<file path="src/hw/ifl_cfg.svh">
`ifndef IFL_CFG_SVH
`define IFL_CFG_SVH

// Register indices; the byte address on the bus is four times the index.
`define IFL_IDX_T0CTL 8'h05
`define IFL_IDX_CPU_STATUS_CONTROL 8'h06
`define IFL_IDX_CORE_IRQ_STATUS_REG 8'h07
`define IFL_IDX_PIR 8'h16
`define IFL_IDX_PIE 8'h17
`define IFL_IDX_TMRCFG 8'h20

// Bit positions in the peripheral flag and enable registers.
`define IFL_P_PORT 7
`define IFL_P_T3 6
`define IFL_P_T2 5
`define IFL_P_T1 4
`define IFL_P_CAP2 3
`define IFL_P_CAP1 2
`define IFL_P_TX 1
`define IFL_P_RX 0

// Bit positions in the core interrupt status register.
`define IFL_I_COMBINED_PERIPHERAL_FLAG 7
`define IFL_I_PINF 6
`define IFL_I_T0F 5
`define IFL_I_EXTF 4
`define IFL_I_PEIE 3
`define IFL_I_PINE 2
`define IFL_I_T0E 1
`define IFL_I_EXTE 0

// Bit positions in the cpu status and timer0 control registers.
`define IFL_C_STACK 5
`define IFL_C_GLOBAL_IRQ_DISABLE 4
`define IFL_C_WDT 3
`define IFL_C_PD 2
`define IFL_T_EXTEDGE 7
`define IFL_T_PINEDGE 6

// Bit positions in the timer configuration register.
`define IFL_M_CAP1SEL 0
`define IFL_M_WIDE 1

// Reset values and the 16-bit timer wrap value.
`define IFL_RST_PIR 8'h02
`define IFL_RST_ZERO 8'h00
`define IFL_WRAP16 16'hFFFF
`define IFL_ZERO16 16'h0000
`define IFL_ZERO8 8'h00

// Bus response codes.
`define IFL_RESP_OKAY 2'h0
`define IFL_RESP_SLVERR 2'h2

`endif

</file>
<file path="src/hw/ifl_pkg.sv">
package ifl_pkg;

   // Register selected by a bus address.
   typedef enum logic [2:0] {
      SEL_NONE,
      SEL_T0CTL,
      SEL_CPU_STATUS_CONTROL,
      SEL_CORE_IRQ_STATUS_REG,
      SEL_PIR,
      SEL_PIE,
      SEL_TMRCFG
   } ifl_sel_t;

   typedef logic [7:0] ifl_byte_t;

endpackage

</file>
<file path="src/hw/ifl_top.sv">
// Decided for this implementation: the AXI4-Lite register port.
`include "ifl_cfg.svh"

module ifl_top #(
   parameter int PORT_W = 8
) (
   input wire logic aclk,
   input wire logic aresetn,
   input wire logic [31:0] s_axi_awaddr,
   input wire logic s_axi_awvalid,
   output logic s_axi_awready,
   input wire logic [31:0] s_axi_wdata,
   input wire logic [3:0] s_axi_wstrb,
   input wire logic s_axi_wvalid,
   output logic s_axi_wready,
   output logic [1:0] s_axi_bresp,
   output logic s_axi_bvalid,
   input wire logic s_axi_bready,
   input wire logic [31:0] s_axi_araddr,
   input wire logic s_axi_arvalid,
   output logic s_axi_arready,
   output logic [31:0] s_axi_rdata,
   output logic [1:0] s_axi_rresp,
   output logic s_axi_rvalid,
   input wire logic s_axi_rready,
   input wire logic [PORT_W-1:0] port_b_pins,
   input wire logic port_b_read,
   input wire logic [15:0] timer3_count,
   input wire logic [15:0] timer3_period_pair,
   input wire logic [7:0] timer2_count,
   input wire logic [7:0] timer2_period,
   input wire logic [7:0] timer1_count,
   input wire logic [7:0] timer1_period,
   input wire logic [15:0] timer0_count,
   input wire logic capture1_pin_event,
   input wire logic capture2_pin_event,
   input wire logic tx_buffer_empty,
   input wire logic rx_buffer_full,
   input wire logic ext_irq_pin,
   input wire logic timer0_clock_pin,
   input wire logic wdt_expired_flag,
   input wire logic powerdown_flag,
   input wire logic stack_room_flag,
   input wire logic core_sleeping,
   output logic core_irq_req,
   output logic wake_req
);
   import ifl_pkg::*;

   ////////////////////////////////////////////////////////////////////////////
   // Address decode, shared by the read and write paths.
   function automatic ifl_sel_t decode(input logic [31:0] addr);
      ifl_sel_t s;
      s = SEL_NONE;
      if (addr[1:0] == 2'h0 && addr[31:10] == 22'h0)
      begin
         case (addr[9:2])
            `IFL_IDX_T0CTL: s = SEL_T0CTL;
            `IFL_IDX_CPU_STATUS_CONTROL: s = SEL_CPU_STATUS_CONTROL;
            `IFL_IDX_CORE_IRQ_STATUS_REG: s = SEL_CORE_IRQ_STATUS_REG;
            `IFL_IDX_PIR: s = SEL_PIR;
            `IFL_IDX_PIE: s = SEL_PIE;
            `IFL_IDX_TMRCFG: s = SEL_TMRCFG;
            default: s = SEL_NONE;
         endcase
      end
      return s;
   endfunction

   ////////////////////////////////////////////////////////////////////////////
   // Register state.
   ifl_byte_t pflag_q;
   ifl_byte_t peripheral_enable_reg;
   ifl_byte_t istat_q;
   ifl_byte_t timer0_control_reg;
   logic [1:0] tmrcfg_q;
   logic global_irq_disable;
   logic aw_got_q;
   logic w_got_q;
   logic [31:0] awaddr_q;
   logic [31:0] wdata_q;
   logic [3:0] wstrb_q;
   logic [PORT_W-1:0] port_latch_q;
   logic [15:0] t3_prev_q;
   logic [15:0] t0_prev_q;
   logic [7:0] t2_prev_q;
   logic [7:0] t1_prev_q;
   logic ext_prev_q;
   logic pin_prev_q;

   logic have_aw;
   logic have_w;
   logic wr_fire;
   logic [31:0] wr_addr;
   logic [31:0] wr_data;
   logic [3:0] wr_strb;
   ifl_sel_t wr_sel;
   logic wr_lane;
   ifl_byte_t pset;
   ifl_byte_t peripheral_flag_reg;
   ifl_byte_t cpu_status_control;
   ifl_byte_t core_irq_status_reg;
   logic [15:0] t3_match;
   logic [15:0] t1_pair_now;
   logic [15:0] t1_pair_prev;
   logic ext_edge;
   logic pin_edge;
   logic t0_wrap;
   logic combined_peripheral_flag;
   ifl_byte_t istat_set;

   ////////////////////////////////////////////////////////////////////////////
   // Write channel: address and data are taken in either order.
   assign s_axi_awready = !aw_got_q && !s_axi_bvalid;
   assign s_axi_wready = !w_got_q && !s_axi_bvalid;
   assign have_aw = aw_got_q || s_axi_awvalid;
   assign have_w = w_got_q || s_axi_wvalid;
   assign wr_fire = have_aw && have_w && !s_axi_bvalid;
   assign wr_addr = aw_got_q ? awaddr_q : s_axi_awaddr;
   assign wr_data = w_got_q ? wdata_q : s_axi_wdata;
   assign wr_strb = w_got_q ? wstrb_q : s_axi_wstrb;
   assign wr_sel = decode(wr_addr);
   assign wr_lane = wr_fire && wr_strb[0];

   // Hold whichever half of a write arrives first.
   always_ff @(posedge aclk)
   begin
      if (!aresetn)
      begin
         aw_got_q <= 1'b0;
         w_got_q <= 1'b0;
         awaddr_q <= 32'h00000000;
         wdata_q <= 32'h00000000;
         wstrb_q <= 4'h0;
      end
      else
      begin
         if (s_axi_awvalid && s_axi_awready && !wr_fire)
         begin
            aw_got_q <= 1'b1;
            awaddr_q <= s_axi_awaddr;
         end
         else if (wr_fire)
            aw_got_q <= 1'b0;
         if (s_axi_wvalid && s_axi_wready && !wr_fire)
         begin
            w_got_q <= 1'b1;
            wdata_q <= s_axi_wdata;
            wstrb_q <= s_axi_wstrb;
         end
         else if (wr_fire)
            w_got_q <= 1'b0;
      end
   end

   // Write response, one cycle after both halves are present.
   always_ff @(posedge aclk)
   begin
      if (!aresetn)
      begin
         s_axi_bvalid <= 1'b0;
         s_axi_bresp <= `IFL_RESP_OKAY;
      end
      else if (wr_fire)
      begin
         s_axi_bvalid <= 1'b1;
         s_axi_bresp <= (wr_sel == SEL_NONE) ? `IFL_RESP_SLVERR : `IFL_RESP_OKAY;
      end
      else if (s_axi_bready)
         s_axi_bvalid <= 1'b0;
   end

   ////////////////////////////////////////////////////////////////////////////
   // Read channel: one read at a time, answered one cycle after acceptance.
   assign s_axi_arready = !s_axi_rvalid;

   always_ff @(posedge aclk)
   begin
      if (!aresetn)
      begin
         s_axi_rvalid <= 1'b0;
         s_axi_rdata <= 32'h00000000;
         s_axi_rresp <= `IFL_RESP_OKAY;
      end
      else if (s_axi_arvalid && s_axi_arready)
      begin
         s_axi_rvalid <= 1'b1;
         s_axi_rresp <= `IFL_RESP_OKAY;
         case (decode(s_axi_araddr))
            SEL_T0CTL: s_axi_rdata <= {24'h000000, timer0_control_reg};
            SEL_CPU_STATUS_CONTROL: s_axi_rdata <= {24'h000000, cpu_status_control};
            SEL_CORE_IRQ_STATUS_REG: s_axi_rdata <= {24'h000000, core_irq_status_reg};
            SEL_PIR: s_axi_rdata <= {24'h000000, peripheral_flag_reg};
            SEL_PIE: s_axi_rdata <= {24'h000000, peripheral_enable_reg};
            SEL_TMRCFG: s_axi_rdata <= {30'h0, tmrcfg_q};
            default:
            begin
               s_axi_rdata <= 32'h00000000;
               s_axi_rresp <= `IFL_RESP_SLVERR;
            end
         endcase
      end
      else if (s_axi_rready)
         s_axi_rvalid <= 1'b0;
   end

   ////////////////////////////////////////////////////////////////////////////
   // Previous samples of counts and pins, for wrap and edge detection.
   always_ff @(posedge aclk)
   begin
      if (!aresetn)
      begin
         t3_prev_q <= `IFL_ZERO16;
         t0_prev_q <= `IFL_ZERO16;
         t2_prev_q <= `IFL_ZERO8;
         t1_prev_q <= `IFL_ZERO8;
         ext_prev_q <= 1'b0;
         pin_prev_q <= 1'b0;
      end
      else
      begin
         t3_prev_q <= timer3_count;
         t0_prev_q <= timer0_count;
         t2_prev_q <= timer2_count;
         t1_prev_q <= timer1_count;
         ext_prev_q <= ext_irq_pin;
         pin_prev_q <= timer0_clock_pin;
      end
   end

   // Port latch is refreshed when the core reads the port, ending a mismatch.
   always_ff @(posedge aclk)
   begin
      if (!aresetn)
         port_latch_q <= '0;
      else if (port_b_read)
         port_latch_q <= port_b_pins;
   end

   ////////////////////////////////////////////////////////////////////////////
   // Peripheral set conditions; a wrap is a step from the match value to zero.
   assign t3_match = tmrcfg_q[`IFL_M_CAP1SEL] ? `IFL_WRAP16 : timer3_period_pair;
   assign t1_pair_now = {timer1_count, timer2_count};
   assign t1_pair_prev = {t1_prev_q, t2_prev_q};

   always_comb
   begin
      pset = `IFL_RST_ZERO;
      pset[`IFL_P_PORT] = (port_b_pins != port_latch_q);
      pset[`IFL_P_T3] = (t3_prev_q == t3_match) && (timer3_count == `IFL_ZERO16)
         && (t3_prev_q != timer3_count);
      pset[`IFL_P_T2] = (t2_prev_q == timer2_period) && (timer2_count == `IFL_ZERO8)
         && (t2_prev_q != timer2_count);
      if (tmrcfg_q[`IFL_M_WIDE])
         pset[`IFL_P_T1] = (t1_pair_prev == {timer1_period, timer2_period})
            && (t1_pair_now == `IFL_ZERO16) && (t1_pair_prev != t1_pair_now);
      else
         pset[`IFL_P_T1] = (t1_prev_q == timer1_period) && (timer1_count == `IFL_ZERO8)
            && (t1_prev_q != timer1_count);
      pset[`IFL_P_CAP2] = capture2_pin_event;
      pset[`IFL_P_CAP1] = capture1_pin_event;
   end

   // Writable peripheral flags; a set in the same cycle as a clear wins.
   always_ff @(posedge aclk)
   begin
      if (!aresetn)
         pflag_q <= `IFL_RST_ZERO;
      else if (wr_lane && wr_sel == SEL_PIR)
         pflag_q <= wr_data[7:0] | pset;
      else
         pflag_q <= pflag_q | pset;
   end

   // Serial flags mirror the buffer state and ignore writes.
   always_comb
   begin
      peripheral_flag_reg = pflag_q;
      peripheral_flag_reg[`IFL_P_TX] = tx_buffer_empty;
      peripheral_flag_reg[`IFL_P_RX] = rx_buffer_full;
   end

   // Peripheral enables, timer configuration and timer0 control.
   always_ff @(posedge aclk)
   begin
      if (!aresetn)
      begin
         peripheral_enable_reg <= `IFL_RST_ZERO;
         timer0_control_reg <= `IFL_RST_ZERO;
         tmrcfg_q <= 2'h0;
      end
      else if (wr_lane)
      begin
         if (wr_sel == SEL_PIE)
            peripheral_enable_reg <= wr_data[7:0];
         if (wr_sel == SEL_T0CTL)
            timer0_control_reg <= wr_data[7:0];
         if (wr_sel == SEL_TMRCFG)
            tmrcfg_q <= wr_data[1:0];
      end
   end

   ////////////////////////////////////////////////////////////////////////////
   // Core interrupt status: pin edges, timer0 wrap and combined flag.
   assign ext_edge = timer0_control_reg[`IFL_T_EXTEDGE] ? (ext_irq_pin && !ext_prev_q)
      : (!ext_irq_pin && ext_prev_q);
   assign pin_edge = timer0_control_reg[`IFL_T_PINEDGE] ? (timer0_clock_pin && !pin_prev_q)
      : (!timer0_clock_pin && pin_prev_q);
   assign t0_wrap = (t0_prev_q == `IFL_WRAP16) && (timer0_count == `IFL_ZERO16);
   assign combined_peripheral_flag = |(peripheral_flag_reg & peripheral_enable_reg);

   always_comb
   begin
      istat_set = `IFL_RST_ZERO;
      istat_set[`IFL_I_EXTF] = ext_edge;
      istat_set[`IFL_I_T0F] = t0_wrap;
      istat_set[`IFL_I_PINF] = pin_edge;
   end

   // Flags and enables; the combined flag bit is not stored.
   always_ff @(posedge aclk)
   begin
      if (!aresetn)
         istat_q <= `IFL_RST_ZERO;
      else if (wr_lane && wr_sel == SEL_CORE_IRQ_STATUS_REG)
         istat_q <= (wr_data[7:0] | istat_set) & 8'h7F;
      else
         istat_q <= istat_q | istat_set;
   end

   always_comb
   begin
      core_irq_status_reg = istat_q;
      core_irq_status_reg[`IFL_I_COMBINED_PERIPHERAL_FLAG] = combined_peripheral_flag;
   end

   ////////////////////////////////////////////////////////////////////////////
   // CPU status: only the global disable is writable; it resets set.
   always_ff @(posedge aclk)
   begin
      if (!aresetn)
         global_irq_disable <= 1'b1;
      else if (wr_lane && wr_sel == SEL_CPU_STATUS_CONTROL)
         global_irq_disable <= wr_data[`IFL_C_GLOBAL_IRQ_DISABLE];
   end

   always_comb
   begin
      cpu_status_control = `IFL_RST_ZERO;
      cpu_status_control[`IFL_C_STACK] = stack_room_flag;
      cpu_status_control[`IFL_C_GLOBAL_IRQ_DISABLE] = global_irq_disable;
      cpu_status_control[`IFL_C_WDT] = wdt_expired_flag;
      cpu_status_control[`IFL_C_PD] = powerdown_flag;
   end

   ////////////////////////////////////////////////////////////////////////////
   // Interrupt request to the core and wake from sleep.
   assign core_irq_req = !global_irq_disable && (
      (istat_q[`IFL_I_EXTF] && istat_q[`IFL_I_EXTE])
      || (istat_q[`IFL_I_T0F] && istat_q[`IFL_I_T0E])
      || (istat_q[`IFL_I_PINF] && istat_q[`IFL_I_PINE])
      || (combined_peripheral_flag && istat_q[`IFL_I_PEIE]));
   assign wake_req = core_sleeping && (
      (istat_q[`IFL_I_EXTF] && istat_q[`IFL_I_EXTE])
      || (istat_q[`IFL_I_PINF] && istat_q[`IFL_I_PINE]));

   ////////////////////////////////////////////////////////////////////////////
   // Checks.
   chk_port_mismatch: assert property (@(posedge aclk) disable iff (!aresetn)
      (port_b_pins != port_latch_q) |=> pflag_q[`IFL_P_PORT])
      else $error("Port mismatch did not set the port change flag.");

   chk_t3_overflow: assert property (@(posedge aclk) disable iff (!aresetn)
      (tmrcfg_q[`IFL_M_CAP1SEL] && timer3_count == `IFL_ZERO16
         && $past(timer3_count) == `IFL_WRAP16 && $past(aresetn)) |=> pflag_q[`IFL_P_T3])
      else $error("Timer3 overflow did not set its flag.");

   chk_t2_wrap: assert property (@(posedge aclk) disable iff (!aresetn)
      (timer2_count == `IFL_ZERO8 && $past(timer2_count) == timer2_period
         && $past(timer2_count) != `IFL_ZERO8 && $past(aresetn)) |=> pflag_q[`IFL_P_T2])
      else $error("Timer2 wrap did not set its flag.");

   chk_cap2_flag: assert property (@(posedge aclk) disable iff (!aresetn)
      capture2_pin_event |=> pflag_q[`IFL_P_CAP2])
      else $error("Second capture event did not set its flag.");

   chk_cap1_flag: assert property (@(posedge aclk) disable iff (!aresetn)
      capture1_pin_event |=> pflag_q[`IFL_P_CAP1])
      else $error("First capture event did not set its flag.");

   chk_serial_mirror: assert property (@(posedge aclk) disable iff (!aresetn)
      (s_axi_arvalid && s_axi_arready && decode(s_axi_araddr) == SEL_PIR)
      |=> s_axi_rdata[1:0] == $past({tx_buffer_empty, rx_buffer_full}))
      else $error("Serial flags read back wrong.");

   chk_ext_edge: assert property (@(posedge aclk) disable iff (!aresetn)
      (timer0_control_reg[`IFL_T_EXTEDGE] && ext_irq_pin && !ext_prev_q) |=> istat_q[`IFL_I_EXTF])
      else $error("Rising external edge did not set its flag.");

   chk_pin_edge: assert property (@(posedge aclk) disable iff (!aresetn)
      (!timer0_control_reg[`IFL_T_PINEDGE] && !timer0_clock_pin && pin_prev_q)
      |=> istat_q[`IFL_I_PINF])
      else $error("Falling timer0 pin edge did not set its flag.");

   chk_t0_wrap: assert property (@(posedge aclk) disable iff (!aresetn)
      (t0_prev_q == `IFL_WRAP16 && timer0_count == `IFL_ZERO16) |=> istat_q[`IFL_I_T0F])
      else $error("Timer0 wrap did not set its flag.");

   chk_global_mask: assert property (@(posedge aclk) disable iff (!aresetn)
      global_irq_disable |-> !core_irq_req)
      else $error("Interrupt requested while globally disabled.");

   chk_set_wins: assert property (@(posedge aclk) disable iff (!aresetn)
      (wr_lane && wr_sel == SEL_PIR && capture1_pin_event) |=> pflag_q[`IFL_P_CAP1])
      else $error("Flag clear lost a simultaneous event.");

   chk_wake_ext: assert property (@(posedge aclk) disable iff (!aresetn)
      (core_sleeping && istat_q[`IFL_I_EXTF] && istat_q[`IFL_I_EXTE]) |-> wake_req)
      else $error("Enabled external interrupt did not wake the core.");

endmodule // ifl_top

</file>
<file path="config.mk">
export PLATFORM = sky130hd
export DESIGN_NAME = ifl_top
export DESIGN_NICKNAME = d
export VERILOG_FILES = /design/src/hw/ifl_pkg.sv /design/src/hw/ifl_top.sv
export VERILOG_INCLUDE_DIRS = /design/src /design/src/hw
export SDC_FILE = /design/constraint.sdc
export NUM_CORES = 1
export LEC_CHECK = 0
export BUFFER_PORTS_ARGS = -buffer_cell sky130_fd_sc_hd__buf_4
export CAP_MARGIN = 20
export CORE_ASPECT_RATIO = 0.5
export CORE_MARGIN = 4
export CORE_UTILIZATION = 46
export CTS_CLUSTER_SIZE = 14
export DETAILED_ROUTE_END_ITERATION = 10
export HOLD_SLACK_MARGIN = 0.15
export PLACE_DENSITY = 0.79
export SYNTH_ARGS = -nofsm -noshare
export SYNTH_HDL_FRONTEND = slang
export SYNTH_SLANG_ARGS = --single-unit
</file>
<file path="constraint.sdc">
create_clock -name aclk -period 1.9 [get_ports aclk]
set_clock_uncertainty 0.2 [all_clocks]
set_input_delay 0.19 -clock aclk [delete_from_list [all_inputs] [get_ports aclk]]
set_output_delay 0.19 -clock aclk [all_outputs]
set_load 0.01 [all_outputs]
</file>
==> results of run 1 <==
## cell usage in the layout (no fill, tap or decap), drive strengths merged, types with 3 or more instances in the layout
master,count
a211oi,5
a21bo,3
a21o,5
a21oi,55
a221o,3
a22oi,8
a31oi,9
a32oi,3
and2,60
buf,253
clkbuf,17
conb,26
dfxtp,145
dlygate4sd3,164
inv,20
mux2,11
mux2i,49
nand2,122
nand2b,5
nand3,15
nand4,25
nor2,62
nor2b,7
nor3,17
nor4,40
nor4b,3
o21ai,16
o22ai,3
xnor2,32
xor2,32
## cells in the mapped netlist, types with 3 or more instances
master	n	area, um2
a21o_1	5	37.5
a221o_1	3	30.0
o21ai_0	14	70.1
inv_1	9	33.8
a21oi_1	55	275
nand2b_1	4	25.0
nand4_1	23	144
mux2_2	11	124
a32oi_1	3	26.3
buf_4	27	203
nor3_1	16	80.1
a211oi_1	5	37.5
nor4_1	39	244
dfxtp_1	145	2900
a31oi_1	9	56.3
mux2i_1	49	490
nand3_1	15	75.1
a22oi_1	8	60.1
xor2_1	32	280
buf_2	4	20.0
and2_1	58	363
nand2_1	122	458
clkbuf_1	26	97.6
xnor2_1	32	280
nor2b_1	7	43.8
nor2_1	62	233
## power groups by stage
stage                     logic, uW  clock network (uW)  registers (uW)
after floorplan                 583                   0            3310
after global placement         1060                   0            3320
after detailed placement       1090                   0            3330
after CTS                      1390                3540            3260
after global routing           1590                3690            3290
final                          1480                3530            3280
## final cells by class
type                    count  area, um2
fillers                   899       3250
multi-input cells         643       4210
flip-flops and latches    145       2920
diodes                      2       5.00
well taps                 198        248
clock buffers              17        425
clock inverters            15        186
inverters                   9       33.8
repair buffers            417       3610
## through the flow
stage	power [uW]	instances	area [um2]	setup slack, ns	hold WS (ns)
6_report	8280	1446	11600	-0.330	0.164
3_3_place_gp	4380	1243	9140	-0.203	0.174
3_5_place_dp	4420	1243	9140	-0.248	0.178
2_1_floorplan	3890	856	7320	-0.0501	0.0890
4_1_cts	8180	1441	11500	-0.137	0.150
5_1_grt	8560	1444	11600	-0.342	0.198
## per-layer routing
layer	GRT usage	wire, um
met5	0	0
met4	0.118	1200
met3	0.0479	1740
met2	0.535	13700
met1	0.314	10100
## logic make-up after synthesis
logic type | Yosys count | synth area share
flip-flops | 145 | 0.403
buffers and inverters | 68 | 0.0512
AND/OR/NAND/NOR | 370 | 0.264
XOR/XNOR | 64 | 0.0778
AO/OA/AOI/OAI | 123 | 0.118
multiplexers | 60 | 0.0853
other | 1 | 0.000521
## repair_timing
item,4_1_cts,5_1_grt
hold endpoints to repair,144,0
gates cloned,0,0
buffers inserted,2,3
hold buffers,164,0
pin swaps,9,15
setup endpoints to repair,34,76
gates resized for setup,18,27
## worst max-delay path by stage
stage / to / slack [ns] / depth (start not counted)
5_1_grt: pflag_q[4] / -0.34 / 7
4_1_cts: pflag_q[4] / -0.14 / 7
3_5_place_dp: istat_q[4] / -0.25 / 8
6_report: pflag_q[4] / -0.33 / 7
3_3_place_gp: pflag_q[4] / -0.20 / 6
2_1_floorplan: timer0_control_reg[0] / -0.05 / 7
## critical path: stages (launching register included)
cell,delay [ns]
dfxtp_2,0.34
nor4_4,0.27
nand4_1,0.18
o22ai_2,0.23
buf_6,0.15
nand4_1,0.26
mux2i_1,0.31
o22ai_1,0.12
==> flow_summary.html, run 1 <==
<table>
<tr><th>Metric</th><th>Value</th></tr>
<tr><th colspan="2">Worst setup path</th></tr>
<tr><td>End of the worst register-to-register path</td><td>pflag_q[4]</td></tr>
<tr><td>Startpoint of the worst setup timing path</td><td>awaddr_q[25]</td></tr>
<tr><td>Crit path launch type</td><td>flop</td></tr>
<tr><td>Worst reg2reg path startpoint</td><td>awaddr_q[25]</td></tr>
<tr><td>Arrival time reported for the critical path endpoint</td><td>2.29 ns</td></tr>
<tr><td>R2R setup slack</td><td>-0.33 ns</td></tr>
<tr><td>Category of the most critical setup path</td><td>reg -&gt; reg</td></tr>
<tr><td>CP Capture Type</td><td>flop</td></tr>
<tr><td>Data required time at the worst endpoint</td><td>1.96 ns</td></tr>
<tr><td>Worst R2R Path Depth</td><td>7</td></tr>
<tr><td>Crit path max fanout</td><td>6</td></tr>
<tr><th colspan="2">Place</th></tr>
<tr><td>Port buffer count</td><td>195</td></tr>
<tr><td>Final weighted congestion in routability-driven placement</td><td>0.915</td></tr>
<tr><td>DP Wirelength</td><td>15300 um</td></tr>
<tr><th colspan="2">STA</th></tr>
<tr><td>Final-report hold violation count</td><td>0</td></tr>
<tr><td>Setup repair after global routing missed its margin</td><td>yes</td></tr>
<tr><td>Max Slew Vio Count</td><td>0</td></tr>
<tr><td>Peak Freq</td><td>448 MHz</td></tr>
<tr><td>Tightest Pin Transition</td><td>0.752 ns</td></tr>
<tr><td>Final critical path time including I/O delays and setup</td><td>2.23 ns</td></tr>
<tr><td>Sum of negative setup slack</td><td>-5.15 ns</td></tr>
<tr><td>Count of endpoints failing setup in the final report</td><td>34</td></tr>
<tr><td>Final worst setup slack</td><td>-0.330 ns</td></tr>
<tr><td>Headroom to the max-slew limit</td><td>0.495</td></tr>
<tr><td>Crit share post-route</td><td>1.17</td></tr>
<tr><th colspan="2">Power and ir drop</th></tr>
<tr><td>Pwr Density</td><td>711 nW/um2</td></tr>
<tr><td>Static Leakage</td><td>0.00514 uW</td></tr>
<tr><td>Clock Power Share</td><td>0.426</td></tr>
<tr><td>Internal power summed over all cells</td><td>6010 uW</td></tr>
<tr><td>Sequential Power Share</td><td>0.396</td></tr>
<tr><td>P_sw</td><td>2270 uW</td></tr>
<tr><td>Max IR drop VDD</td><td>0.618 mV</td></tr>
<tr><td>Switching share of power</td><td>0.274</td></tr>
<tr><td>Combinational share of power</td><td>0.178</td></tr>
<tr><th colspan="2">Run status</th></tr>
<tr><td>Status</td><td>finished, violations left</td></tr>
<tr><td>Violated checks</td><td>negative setup slack</td></tr>
<tr><th colspan="2">Logic synthesis</th></tr>
<tr><td>Most used flip-flop cell after synthesis</td><td>dfxtp_1</td></tr>
<tr><td>Netlist cell types</td><td>62</td></tr>
<tr><td>Number of flops mapped to enable cells by yosys</td><td>0</td></tr>
<tr><td>Async S/R FF share, synth</td><td>0</td></tr>
<tr><td>Netlist area before placement</td><td>7200 um2</td></tr>
<tr><td>Register bit total from synthesis</td><td>145</td></tr>
<tr><td>Sequential cell area fraction in the yosys report</td><td>0.403</td></tr>
<tr><td>Post-Syn Area per Cell</td><td>8.67 um2</td></tr>
<tr><td>Synthesis warning total</td><td>0</td></tr>
<tr><td>Gate Count Post-Synth</td><td>831</td></tr>
<tr><th colspan="2">Floorplanning</th></tr>
<tr><td>Floorplan die area</td><td>17800 um2</td></tr>
<tr><td>Vertical extent of the die</td><td>96.5 um</td></tr>
<tr><td>Die Wd</td><td>185 um</td></tr>
<tr><td>Number of core rows</td><td>31</td></tr>
<tr><td>Initial standard-cell utilization of the core</td><td>0.484</td></tr>
<tr><td>Core Region</td><td>14900 um2</td></tr>
<tr><td>Number of I/O pins</td><td>249</td></tr>
<tr><th colspan="2">Routing</th></tr>
<tr><td>First DRT Iteration DRCs</td><td>633</td></tr>
<tr><td>Detailed-route wire length per cell</td><td>18.5 um</td></tr>
<tr><td>Total wire length</td><td>26700 um</td></tr>
<tr><td>Mean number of vias per cell</td><td>5.55</td></tr>
<tr><td>Via total after detailed routing</td><td>8026</td></tr>
<tr><td>Number of iterations in the first detailed-routing pass</td><td>6</td></tr>
<tr><td>ANT nets after route</td><td>0</td></tr>
<tr><td>DRC</td><td>0</td></tr>
<tr><th colspan="2">Layout</th></tr>
<tr><td>Layout net count</td><td>1439</td></tr>
<tr><td>Final core utilization</td><td>0.782</td></tr>
<tr><td>Register containing the most flip-flops in the final layout</td><td>awaddr_q</td></tr>
<tr><td>Registers with the most flip-flops</td><td>awaddr_q (32), t0_prev_q (16), t3_prev_q (16)</td></tr>
<tr><td>Max FFs per register</td><td>32</td></tr>
<tr><td>Relative area change from synthesis to final layout</td><td>61.6%</td></tr>
<tr><td>Share of layout cells above drive strength 1</td><td>0.278</td></tr>
<tr><th colspan="2">Global routing</th></tr>
<tr><td>Maximum number of pins on one net before global-route repair</td><td>73</td></tr>
<tr><td>Total routing usage reported by global routing</td><td>0.281</td></tr>
<tr><td>GR Overflow Total</td><td>0</td></tr>
<tr><td>Vias in the first global route</td><td>8174</td></tr>
<tr><td>Initial antenna violation count</td><td>0</td></tr>
<tr><td>Global-route wire length before repair</td><td>40100 um</td></tr>
<tr><th colspan="2">Min path</th></tr>
<tr><td>Cell depth of the worst hold path</td><td>5</td></tr>
<tr><td>Path category of the worst min-delay check</td><td>in -&gt; reg</td></tr>
<tr><td>Worst-case hold path end point</td><td>pflag_q[4]</td></tr>
<tr><td>Worst hold start</td><td>timer1_period[7]</td></tr>
<tr><th colspan="2">Clocking</th></tr>
<tr><td>Clock latency on the worst-skew pair</td><td>0.41 ns</td></tr>
<tr><td>CTS HTree Levels</td><td>4</td></tr>
<tr><td>Root buf cell</td><td>clkbuf_16</td></tr>
<tr><td>Maximum clock insertion buffer count</td><td>2</td></tr>
<tr><td>Clock edge transition at the registers on the reported setup and hold paths</td><td>0.07 ns</td></tr>
<tr><td>Clock sinks</td><td>145</td></tr>
<tr><td>TritonCTS clock tree</td><td>done</td></tr>
<tr><td>TritonCTS buffer count</td><td>17</td></tr>
<tr><th colspan="2">Job</th></tr>
<tr><td>Number of max-cap violations</td><td>0</td></tr>
</table>
Note: power is estimated with default switching activity, not from simulation.
==> run 2, diff against run 1 <==
CORE_UTILIZATION = 51   (was 46)
PLACE_DENSITY = 0.83   (was 0.79)
clock period = 2.1 ns   (was 1.9 ns; I/O delays follow)
==> run 2 against run 1 <==
Effect of this change:
- the run still ends with negative setup slack left
- largest power group unchanged
- non-clock buffer count decreased by 18
- sequential share of layout area up 0.21 points
- via count increased by 2.0%
- flip-flop and latch count is the same
==> flow_summary.html, run 2 (synthesized netlist as in run 1, its figures left out) <==
<table>
<tr><th>Metric</th><th>Value</th></tr>
<tr><th colspan="2">Run status</th></tr>
<tr><td>Status</td><td>finished, violations left</td></tr>
<tr><td>Violated checks</td><td>negative setup slack</td></tr>
<tr><th colspan="2">Global routing</th></tr>
<tr><td>Initial antenna violation count</td><td>1</td></tr>
<tr><td>Maximum number of pins on one net before global-route repair</td><td>44</td></tr>
<tr><td>Vias in the first global route</td><td>8251</td></tr>
<tr><td>Global-route wire length before repair</td><td>41600 um</td></tr>
<tr><td>GR Overflow Total</td><td>0</td></tr>
<tr><td>Total routing usage reported by global routing</td><td>0.318</td></tr>
<tr><th colspan="2">Floorplanning</th></tr>
<tr><td>Initial standard-cell utilization of the core</td><td>0.526</td></tr>
<tr><td>Number of I/O pins</td><td>249</td></tr>
<tr><td>Die Wd</td><td>176 um</td></tr>
<tr><td>Core Region</td><td>13700 um2</td></tr>
<tr><td>Floorplan die area</td><td>16200 um2</td></tr>
<tr><td>Number of core rows</td><td>30</td></tr>
<tr><td>Vertical extent of the die</td><td>92.0 um</td></tr>
<tr><th colspan="2">STA</th></tr>
<tr><td>Tightest Pin Transition</td><td>0.675 ns</td></tr>
<tr><td>Final-report hold violation count</td><td>0</td></tr>
<tr><td>Max Slew Vio Count</td><td>0</td></tr>
<tr><td>Setup repair after global routing missed its margin</td><td>yes</td></tr>
<tr><td>Count of endpoints failing setup in the final report</td><td>31</td></tr>
<tr><td>Crit share post-route</td><td>1.09</td></tr>
<tr><td>Peak Freq</td><td>438 MHz</td></tr>
<tr><td>Final worst setup slack</td><td>-0.181 ns</td></tr>
<tr><td>Headroom to the max-slew limit</td><td>0.548</td></tr>
<tr><td>Sum of negative setup slack</td><td>-1.70 ns</td></tr>
<tr><td>Final critical path time including I/O delays and setup</td><td>2.28 ns</td></tr>
<tr><th colspan="2">Routing</th></tr>
<tr><td>Total wire length</td><td>27500 um</td></tr>
<tr><td>DRC</td><td>0</td></tr>
<tr><td>First DRT Iteration DRCs</td><td>845</td></tr>
<tr><td>Mean number of vias per cell</td><td>5.76</td></tr>
<tr><td>Via total after detailed routing</td><td>8184</td></tr>
<tr><td>ANT nets after route</td><td>0</td></tr>
<tr><td>Number of iterations in the first detailed-routing pass</td><td>8</td></tr>
<tr><td>Detailed-route wire length per cell</td><td>19.3 um</td></tr>
<tr><th colspan="2">Job</th></tr>
<tr><td>Number of max-cap violations</td><td>0</td></tr>
<tr><th colspan="2">Layout</th></tr>
<tr><td>Relative area change from synthesis to final layout</td><td>59.6%</td></tr>
<tr><td>Most common library cell in the layout ignoring fill and taps</td><td>buf_4</td></tr>
<tr><td>Layout net count</td><td>1421</td></tr>
<tr><td>Max FFs per register</td><td>32</td></tr>
<tr><td>Share of layout cells above drive strength 1</td><td>0.261</td></tr>
<tr><td>Register containing the most flip-flops in the final layout</td><td>awaddr_q</td></tr>
<tr><td>Registers with the most flip-flops</td><td>awaddr_q (32), t0_prev_q (16), t3_prev_q (16)</td></tr>
<tr><td>Most frequent cells in the layout</td><td>buf_4 (221), dlygate4sd3_1 (169), dfxtp_1 (142)</td></tr>
<tr><th colspan="2">Power and ir drop</th></tr>
<tr><td>Overall Power</td><td>7460 uW</td></tr>
<tr><td>Max IR drop VDD</td><td>0.593 mV</td></tr>
<tr><td>Static Leakage</td><td>0.00504 uW</td></tr>
<tr><td>Pwr Density</td><td>649 nW/um2</td></tr>
<tr><th colspan="2">Worst setup path</th></tr>
<tr><td>Worst R2R Path Depth</td><td>8</td></tr>
<tr><td>Max stage delay on crit path</td><td>0.57 ns</td></tr>
<tr><td>Worst-path cell chain</td><td>dlygate4sd3_1 &gt; buf_4 &gt; nor4_4 &gt; nand4_1 &gt; o22ai_4 &gt; buf_6 &gt; nand4_2 &gt; buf_6 &gt; mux2i_1 &gt; a21oi_1</td></tr>
<tr><td>Top cell by count, worst path</td><td>buf_6</td></tr>
<tr><td>CP Capture Type</td><td>flop</td></tr>
<tr><td>Arrival time reported for the critical path endpoint</td><td>2.36 ns</td></tr>
<tr><td>Critical-path top delay cell</td><td>dlygate4sd3_1</td></tr>
<tr><td>Buffer and inverter count on the worst path</td><td>4</td></tr>
<tr><td>Crit path launch type</td><td>input port</td></tr>
<tr><td>Data required time at the worst endpoint</td><td>2.18 ns</td></tr>
<tr><td>Category of the most critical setup path</td><td>in -&gt; reg</td></tr>
<tr><td>Crit path max fanout</td><td>4</td></tr>
<tr><td>R2R setup slack</td><td>-0.15 ns</td></tr>
<tr><td>End of the worst register-to-register path</td><td>istat_q[5]</td></tr>
<tr><td>Worst reg2reg path startpoint</td><td>awaddr_q[23]</td></tr>
<tr><td>Dominant delay contributor by cell family on the critical path</td><td>buffers and inverters</td></tr>
<tr><th colspan="2">Min path</th></tr>
<tr><td>Worst-case hold path end point</td><td>pflag_q[4]</td></tr>
<tr><td>Path category of the worst min-delay check</td><td>in -&gt; reg</td></tr>
<tr><td>Worst hold start</td><td>timer1_period[5]</td></tr>
<tr><td>Cell depth of the worst hold path</td><td>5</td></tr>
<tr><th colspan="2">Clocking</th></tr>
<tr><td>Clock latency on the worst-skew pair</td><td>0.42 ns</td></tr>
<tr><td>CTS HTree Levels</td><td>4</td></tr>
<tr><td>Maximum clock insertion buffer count</td><td>2</td></tr>
<tr><td>TritonCTS buffer count</td><td>17</td></tr>
<tr><td>TritonCTS clock tree</td><td>done</td></tr>
<tr><td>Root buf cell</td><td>clkbuf_16</td></tr>
<tr><td>Clock sinks</td><td>145</td></tr>
<tr><td>Clock edge transition at the registers on the reported setup and hold paths</td><td>0.07 ns</td></tr>
<tr><th colspan="2">Place</th></tr>
<tr><td>DP Wirelength</td><td>14900 um</td></tr>
<tr><td>Final weighted congestion in routability-driven placement</td><td>0.926</td></tr>
<tr><td>Port buffer count</td><td>195</td></tr>
</table>
run 2: worst max path at each step:
stage	start	endpoint	slack (ns)	cells after the start
after floorplan	s_axi_bvalid	timer0_control_reg[0]	0.13	6
after global placement	awaddr_q[19]	pflag_q[7]	-0.03	7
after detailed placement	awaddr_q[19]	timer0_control_reg[4]	-0.06	6
after CTS	awaddr_q[12]	pflag_q[7]	0.000004	7
after global routing	s_axi_awaddr[16]	istat_q[5]	-0.22	10
final	s_axi_awaddr[16]	istat_q[5]	-0.18	10
run 2: where the power goes:
part,switching (uW),internal (uW),total [uW]
clock,1360,1810,3170
sequential,106,2870,2970
combinational,592,729,1320
total,2050,5410,7460
run 2: area by class of cell:
| type | instances | area [um2] |
|---|---|---|
| inverters | 9 | 33.8 |
| clock buffers | 17 | 425 |
| clock inverters | 15 | 188 |
| repair buffers | 399 | 3480 |
| diodes | 2 | 5.00 |
| fillers | 701 | 2210 |
| multi-input cells | 643 | 4220 |
| well taps | 192 | 240 |
| flip-flops and latches | 145 | 2910 |
run 2: routing by layer:
layer	vias to the layer above	track usage	wire (um)
met1	3849	0.347	9860
met4	0	0.156	1450
met5	-	0	0
met3	149	0.0745	2130
li1	3636	-	-
met2	550	0.583	14000
run 2: tightest hold or removal path, delay by kind of cell:
kind	cells	cell delay (ns)
AOI/OAI and AO/OA	2	0.25
xor gates and xnor gates	1	0.14
and+or+nand+nor	1	0.06
buffers and inverters	1	0.08
run 2: metrics by stage:
stage                     hold WS [ns]  area [um2]  setup slack [ns]  utilization  instances
after floorplan                  0.109        7300             0.128            -        856
after global placement           0.194        8930           -0.0295        0.652       1216
after detailed placement         0.206        8930           -0.0566        0.652       1216
after CTS                        0.151       11300        0.00000400        0.824       1421
after global routing             0.199       11500            -0.220        0.839       1421
final                            0.176       11500            -0.181        0.839       1422
run 2: what timing repair did:
item,CTS,global route
hold buffers,170,0
cloned,0,0
endpoints found under the hold margin,143,0
setup endpoints to repair,23,40
pin swaps,6,20
resized for setup,3,38
setup buffers,3,1
==> run 3, diff against run 2 <==
ABC_AREA = 1   (was default)
CELL_PAD_IN_SITES_DETAIL_PLACEMENT = 1   (was default)
CELL_PAD_IN_SITES_GLOBAL_PLACEMENT = 1   (was default)
CORE_UTILIZATION = 35   (was 51)
PLACE_DENSITY = 0.82   (was 0.83)
==> run 3 against run 2 <==
Effect of this change:
- the flow still finishes with violations (negative setup slack)
- critical path depth is 3 higher
- count of clock-buffer cells in the layout is 6 higher
- flip-flop and latch count unchanged
- area after synthesis rose by 2.3%
- routed wire length increased by 32%
- first-iteration DRC count shrank 21%
- cell area grew 1.6%
- non-clock buffer count down 29
- critical endpoint is now peripheral_enable_reg[3]
- largest cell class unchanged
==> flow_summary.html, run 3 <==
<table>
<tr><th>Metric</th><th>Value</th></tr>
<tr><th colspan="2">Power and ir drop</th></tr>
<tr><td>Combinational share of power</td><td>0.178</td></tr>
<tr><td>P_sw</td><td>2110 uW</td></tr>
<tr><td>Max IR drop VDD</td><td>0.570 mV</td></tr>
<tr><td>Static Leakage</td><td>0.00546 uW</td></tr>
<tr><td>Switching share of power</td><td>0.271</td></tr>
<tr><td>Sequential Power Share</td><td>0.382</td></tr>
<tr><td>Pwr Density</td><td>668 nW/um2</td></tr>
<tr><td>Clock Power Share</td><td>0.440</td></tr>
<tr><td>Internal power summed over all cells</td><td>5680 uW</td></tr>
<tr><th colspan="2">Logic synthesis</th></tr>
<tr><td>Async S/R FF share, synth</td><td>0</td></tr>
<tr><td>Most used flip-flop cell after synthesis</td><td>dfxtp_1</td></tr>
<tr><td>Ranking of synthesized cells by instance count</td><td>nand2_1 (212), nor2_1 (156), dfxtp_1 (145), inv_1 (141), o21ai_0 (73)</td></tr>
<tr><td>Post-synthesis cell type with the largest combined area</td><td>dfxtp_1</td></tr>
<tr><td>Sequential cell area fraction in the yosys report</td><td>0.394</td></tr>
<tr><td>Count leader, synth</td><td>nand2_1</td></tr>
<tr><td>Netlist cell types</td><td>38</td></tr>
<tr><td>Register bit total from synthesis</td><td>145</td></tr>
<tr><td>Post-Syn Area per Cell</td><td>6.88 um2</td></tr>
<tr><td>Synth top area cells</td><td>dfxtp_1 (39%), nand2_1 (11%), nor2_1 (7.9%)</td></tr>
<tr><td>Synthesis warning total</td><td>0</td></tr>
<tr><td>Netlist area before placement</td><td>7370 um2</td></tr>
<tr><td>Gate Count Post-Synth</td><td>1071</td></tr>
<tr><td>Share of the synthesized area in the top cell type</td><td>0.394</td></tr>
<tr><td>Number of flops mapped to enable cells by yosys</td><td>0</td></tr>
<tr><th colspan="2">Floorplanning</th></tr>
<tr><td>Number of I/O pins</td><td>249</td></tr>
<tr><td>Floorplan die area</td><td>23600 um2</td></tr>
<tr><td>Initial standard-cell utilization of the core</td><td>0.358</td></tr>
<tr><td>Die Wd</td><td>213 um</td></tr>
<tr><td>Core Region</td><td>20600 um2</td></tr>
<tr><td>Vertical extent of the die</td><td>111 um</td></tr>
<tr><td>Number of core rows</td><td>37</td></tr>
<tr><th colspan="2">Layout</th></tr>
<tr><td>Fillers</td><td>2563</td></tr>
<tr><td>Most frequent cells in the layout</td><td>buf_4 (231), nand2_1 (187), nor2_1 (143), dfxtp_1 (143), inv_1 (137)</td></tr>
<tr><td>Final instance area</td><td>11700 um2</td></tr>
<tr><td>Registers with the most flip-flops</td><td>awaddr_q (32), t0_prev_q (16), t3_prev_q (16)</td></tr>
<tr><td>Share of layout cells above drive strength 1</td><td>0.259</td></tr>
<tr><td>Layout net count</td><td>1635</td></tr>
<tr><td>Max FFs per register</td><td>32</td></tr>
<tr><td>Relative area change from synthesis to final layout</td><td>58.5%</td></tr>
<tr><td>Register containing the most flip-flops in the final layout</td><td>awaddr_q</td></tr>
<tr><td>Most common library cell in the layout ignoring fill and taps</td><td>buf_4</td></tr>
<tr><th colspan="2">Global routing</th></tr>
<tr><td>Maximum number of pins on one net before global-route repair</td><td>60</td></tr>
<tr><td>Initial antenna violation count</td><td>3</td></tr>
<tr><td>GR Overflow Total</td><td>0</td></tr>
<tr><td>Total routing usage reported by global routing</td><td>0.267</td></tr>
<tr><td>Vias in the first global route</td><td>9590</td></tr>
<tr><td>Global-route wire length before repair</td><td>50200 um</td></tr>
<tr><th colspan="2">Clocking</th></tr>
<tr><td>Root buf cell</td><td>clkbuf_16</td></tr>
<tr><td>Clock sinks</td><td>145</td></tr>
<tr><td>Clock latency on the worst-skew pair</td><td>0.44 ns</td></tr>
<tr><td>Clock edge transition at the registers on the reported setup and hold paths</td><td>0.07 ns</td></tr>
<tr><td>TritonCTS buffer count</td><td>17</td></tr>
<tr><td>TritonCTS clock tree</td><td>done</td></tr>
<tr><td>Maximum clock insertion buffer count</td><td>2</td></tr>
<tr><td>CTS HTree Levels</td><td>4</td></tr>
<tr><th colspan="2">STA</th></tr>
<tr><td>Headroom to the max-slew limit</td><td>0.183</td></tr>
<tr><td>Peak Freq</td><td>399 MHz</td></tr>
<tr><td>Setup repair after global routing missed its margin</td><td>yes</td></tr>
<tr><td>Crit share post-route</td><td>1.19</td></tr>
<tr><td>Sum of negative setup slack</td><td>-9.58 ns</td></tr>
<tr><td>Max Slew Vio Count</td><td>0</td></tr>
<tr><td>Count of endpoints failing setup in the final report</td><td>34</td></tr>
<tr><td>Fin Hold WS</td><td>0.0166 ns</td></tr>
<tr><td>Final critical path time including I/O delays and setup</td><td>2.50 ns</td></tr>
<tr><td>Tightest Pin Transition</td><td>1.23 ns</td></tr>
<tr><td>Final-report hold violation count</td><td>0</td></tr>
<tr><td>Final worst setup slack</td><td>-0.405 ns</td></tr>
<tr><th colspan="2">Routing</th></tr>
<tr><td>Total wire length</td><td>36400 um</td></tr>
<tr><td>Mean number of vias per cell</td><td>5.30</td></tr>
<tr><td>Via total after detailed routing</td><td>9108</td></tr>
<tr><td>Detailed-route wire length per cell</td><td>21.2 um</td></tr>
<tr><td>ANT nets after route</td><td>0</td></tr>
<tr><td>Number of iterations in the first detailed-routing pass</td><td>5</td></tr>
<tr><td>DRC</td><td>0</td></tr>
<tr><td>First DRT Iteration DRCs</td><td>666</td></tr>
<tr><th colspan="2">Place</th></tr>
<tr><td>Port buffer count</td><td>195</td></tr>
<tr><td>Placed Area</td><td>9300 um2</td></tr>
<tr><td>DP Wirelength</td><td>18500 um</td></tr>
<tr><td>Final weighted congestion in routability-driven placement</td><td>0.878</td></tr>
<tr><td>Post-placement worst setup slack</td><td>-0.243 ns</td></tr>
<tr><th colspan="2">Min path</th></tr>
<tr><td>Path category of the worst min-delay check</td><td>in -&gt; reg</td></tr>
<tr><th colspan="2">Run status</th></tr>
<tr><td>Violated checks</td><td>negative setup slack</td></tr>
<tr><td>Status</td><td>finished, violations left</td></tr>
<tr><th colspan="2">Worst setup path</th></tr>
<tr><td>Data required time at the worst endpoint</td><td>2.21 ns</td></tr>
<tr><td>Crit path max fanout</td><td>6</td></tr>
<tr><td>Arrival time reported for the critical path endpoint</td><td>2.61 ns</td></tr>
<tr><td>Category of the most critical setup path</td><td>reg -&gt; reg</td></tr>
<tr><td>Crit path launch type</td><td>flop</td></tr>
<tr><td>CP Capture Type</td><td>flop</td></tr>
<tr><th colspan="2">Job</th></tr>
<tr><td>Number of max-cap violations</td><td>0</td></tr>
</table>
## run 3: changes by cell type after synthesis, sizes merged, moves of 28 or more
cell	delta
inv	+134
nor2	+100
nand2	+99
o21ai	+68
and2	-59
mux2i	-49
nor4	-28
## run 3: power groups by stage
stage | sequential [uW] | clock [uW] | combinational, uW
floorplan | 3000 | 0 | 532
global placement | 3010 | 0 | 968
detailed placement | 3020 | 0 | 1010
CTS | 2960 | 3350 | 1240
global route | 2990 | 3550 | 1490
finish | 2980 | 3430 | 1380
## run 3: metrics by stage
step           power, uW  utilization  cells
2_1_floorplan       3540            -   1096
6_report            7800        0.567   1718
3_3_place_gp        3980        0.451   1545
3_5_place_dp        4030        0.451   1545
4_1_cts             7560        0.554   1712
5_1_grt             8030        0.567   1718
## run 3: path summary, 6_finish.rpt
path	startpoint	slack, ns	cells past startpoint	endpoint
hold reg to reg	awaddr_q[16]	0.26	2	awaddr_q[16]
setup reg to reg	aw_got_q	-0.40	13	peripheral_enable_reg[3]
hold / removal	port_b_read	0.02	3	port_latch_q[1]
setup / recovery	aw_got_q	-0.40	13	peripheral_enable_reg[3]
## run 3: timing repair
item,CTS,global route
hold buffers,130,1
pin swaps,15,21
hold endpoints to repair,139,2
resized for setup,43,71
setup buffers,4,8
endpoints found under the setup margin,32,46
gates cloned,1,1
## run 3: final cells by class
class / instances / area, um2 / area share
Tap cell: 273 / 342 / 0.0293
Inverter: 145 / 548 / 0.0469
Antenna cell: 3 / 7.51 / 0.000643
Multi-Input combinational cell: 750 / 4020 / 0.344
Clock inverter: 9 / 153 / 0.0131
Sequential cell: 145 / 2910 / 0.249
Timing Repair Buffer: 370 / 3210 / 0.275
Clock buffer: 23 / 488 / 0.0418
## run 3: cells by family (layout without fill, tap and decap cells)
logic type      after synthesis  count (layout)  synth area share
simple gates                499             500             0.297
buf+inv                     202             547             0.119
compound gates              162             162             0.116
flops                       145             145             0.394
xor+xnor                     62              62            0.0737
other cells                   1              29          0.000509
## run 3: worst max-delay path, cell delays in order, from the launching register on
cell,delay [ns]
dfxtp_4,0.41
buf_8,0.16
nand2_2,0.07
nand2_2,0.10
nand2_2,0.10
nor3_1,0.23
nand2_1,0.16
o21ai_4,0.12
nand2_4,0.11
nor2_4,0.21
buf_6,0.16
nand2_8,0.07
o21ai_0,0.18
a21oi_1,0.09
## run 3: metal layers
layer,GRT usage,vias to the layer above,wire length (um)
met5,0,-,0
met4,0.140,0,2370
met3,0.0494,193,2360
met2,0.484,518,17600
met1,0.296,4328,14000
li1,-,4069,-
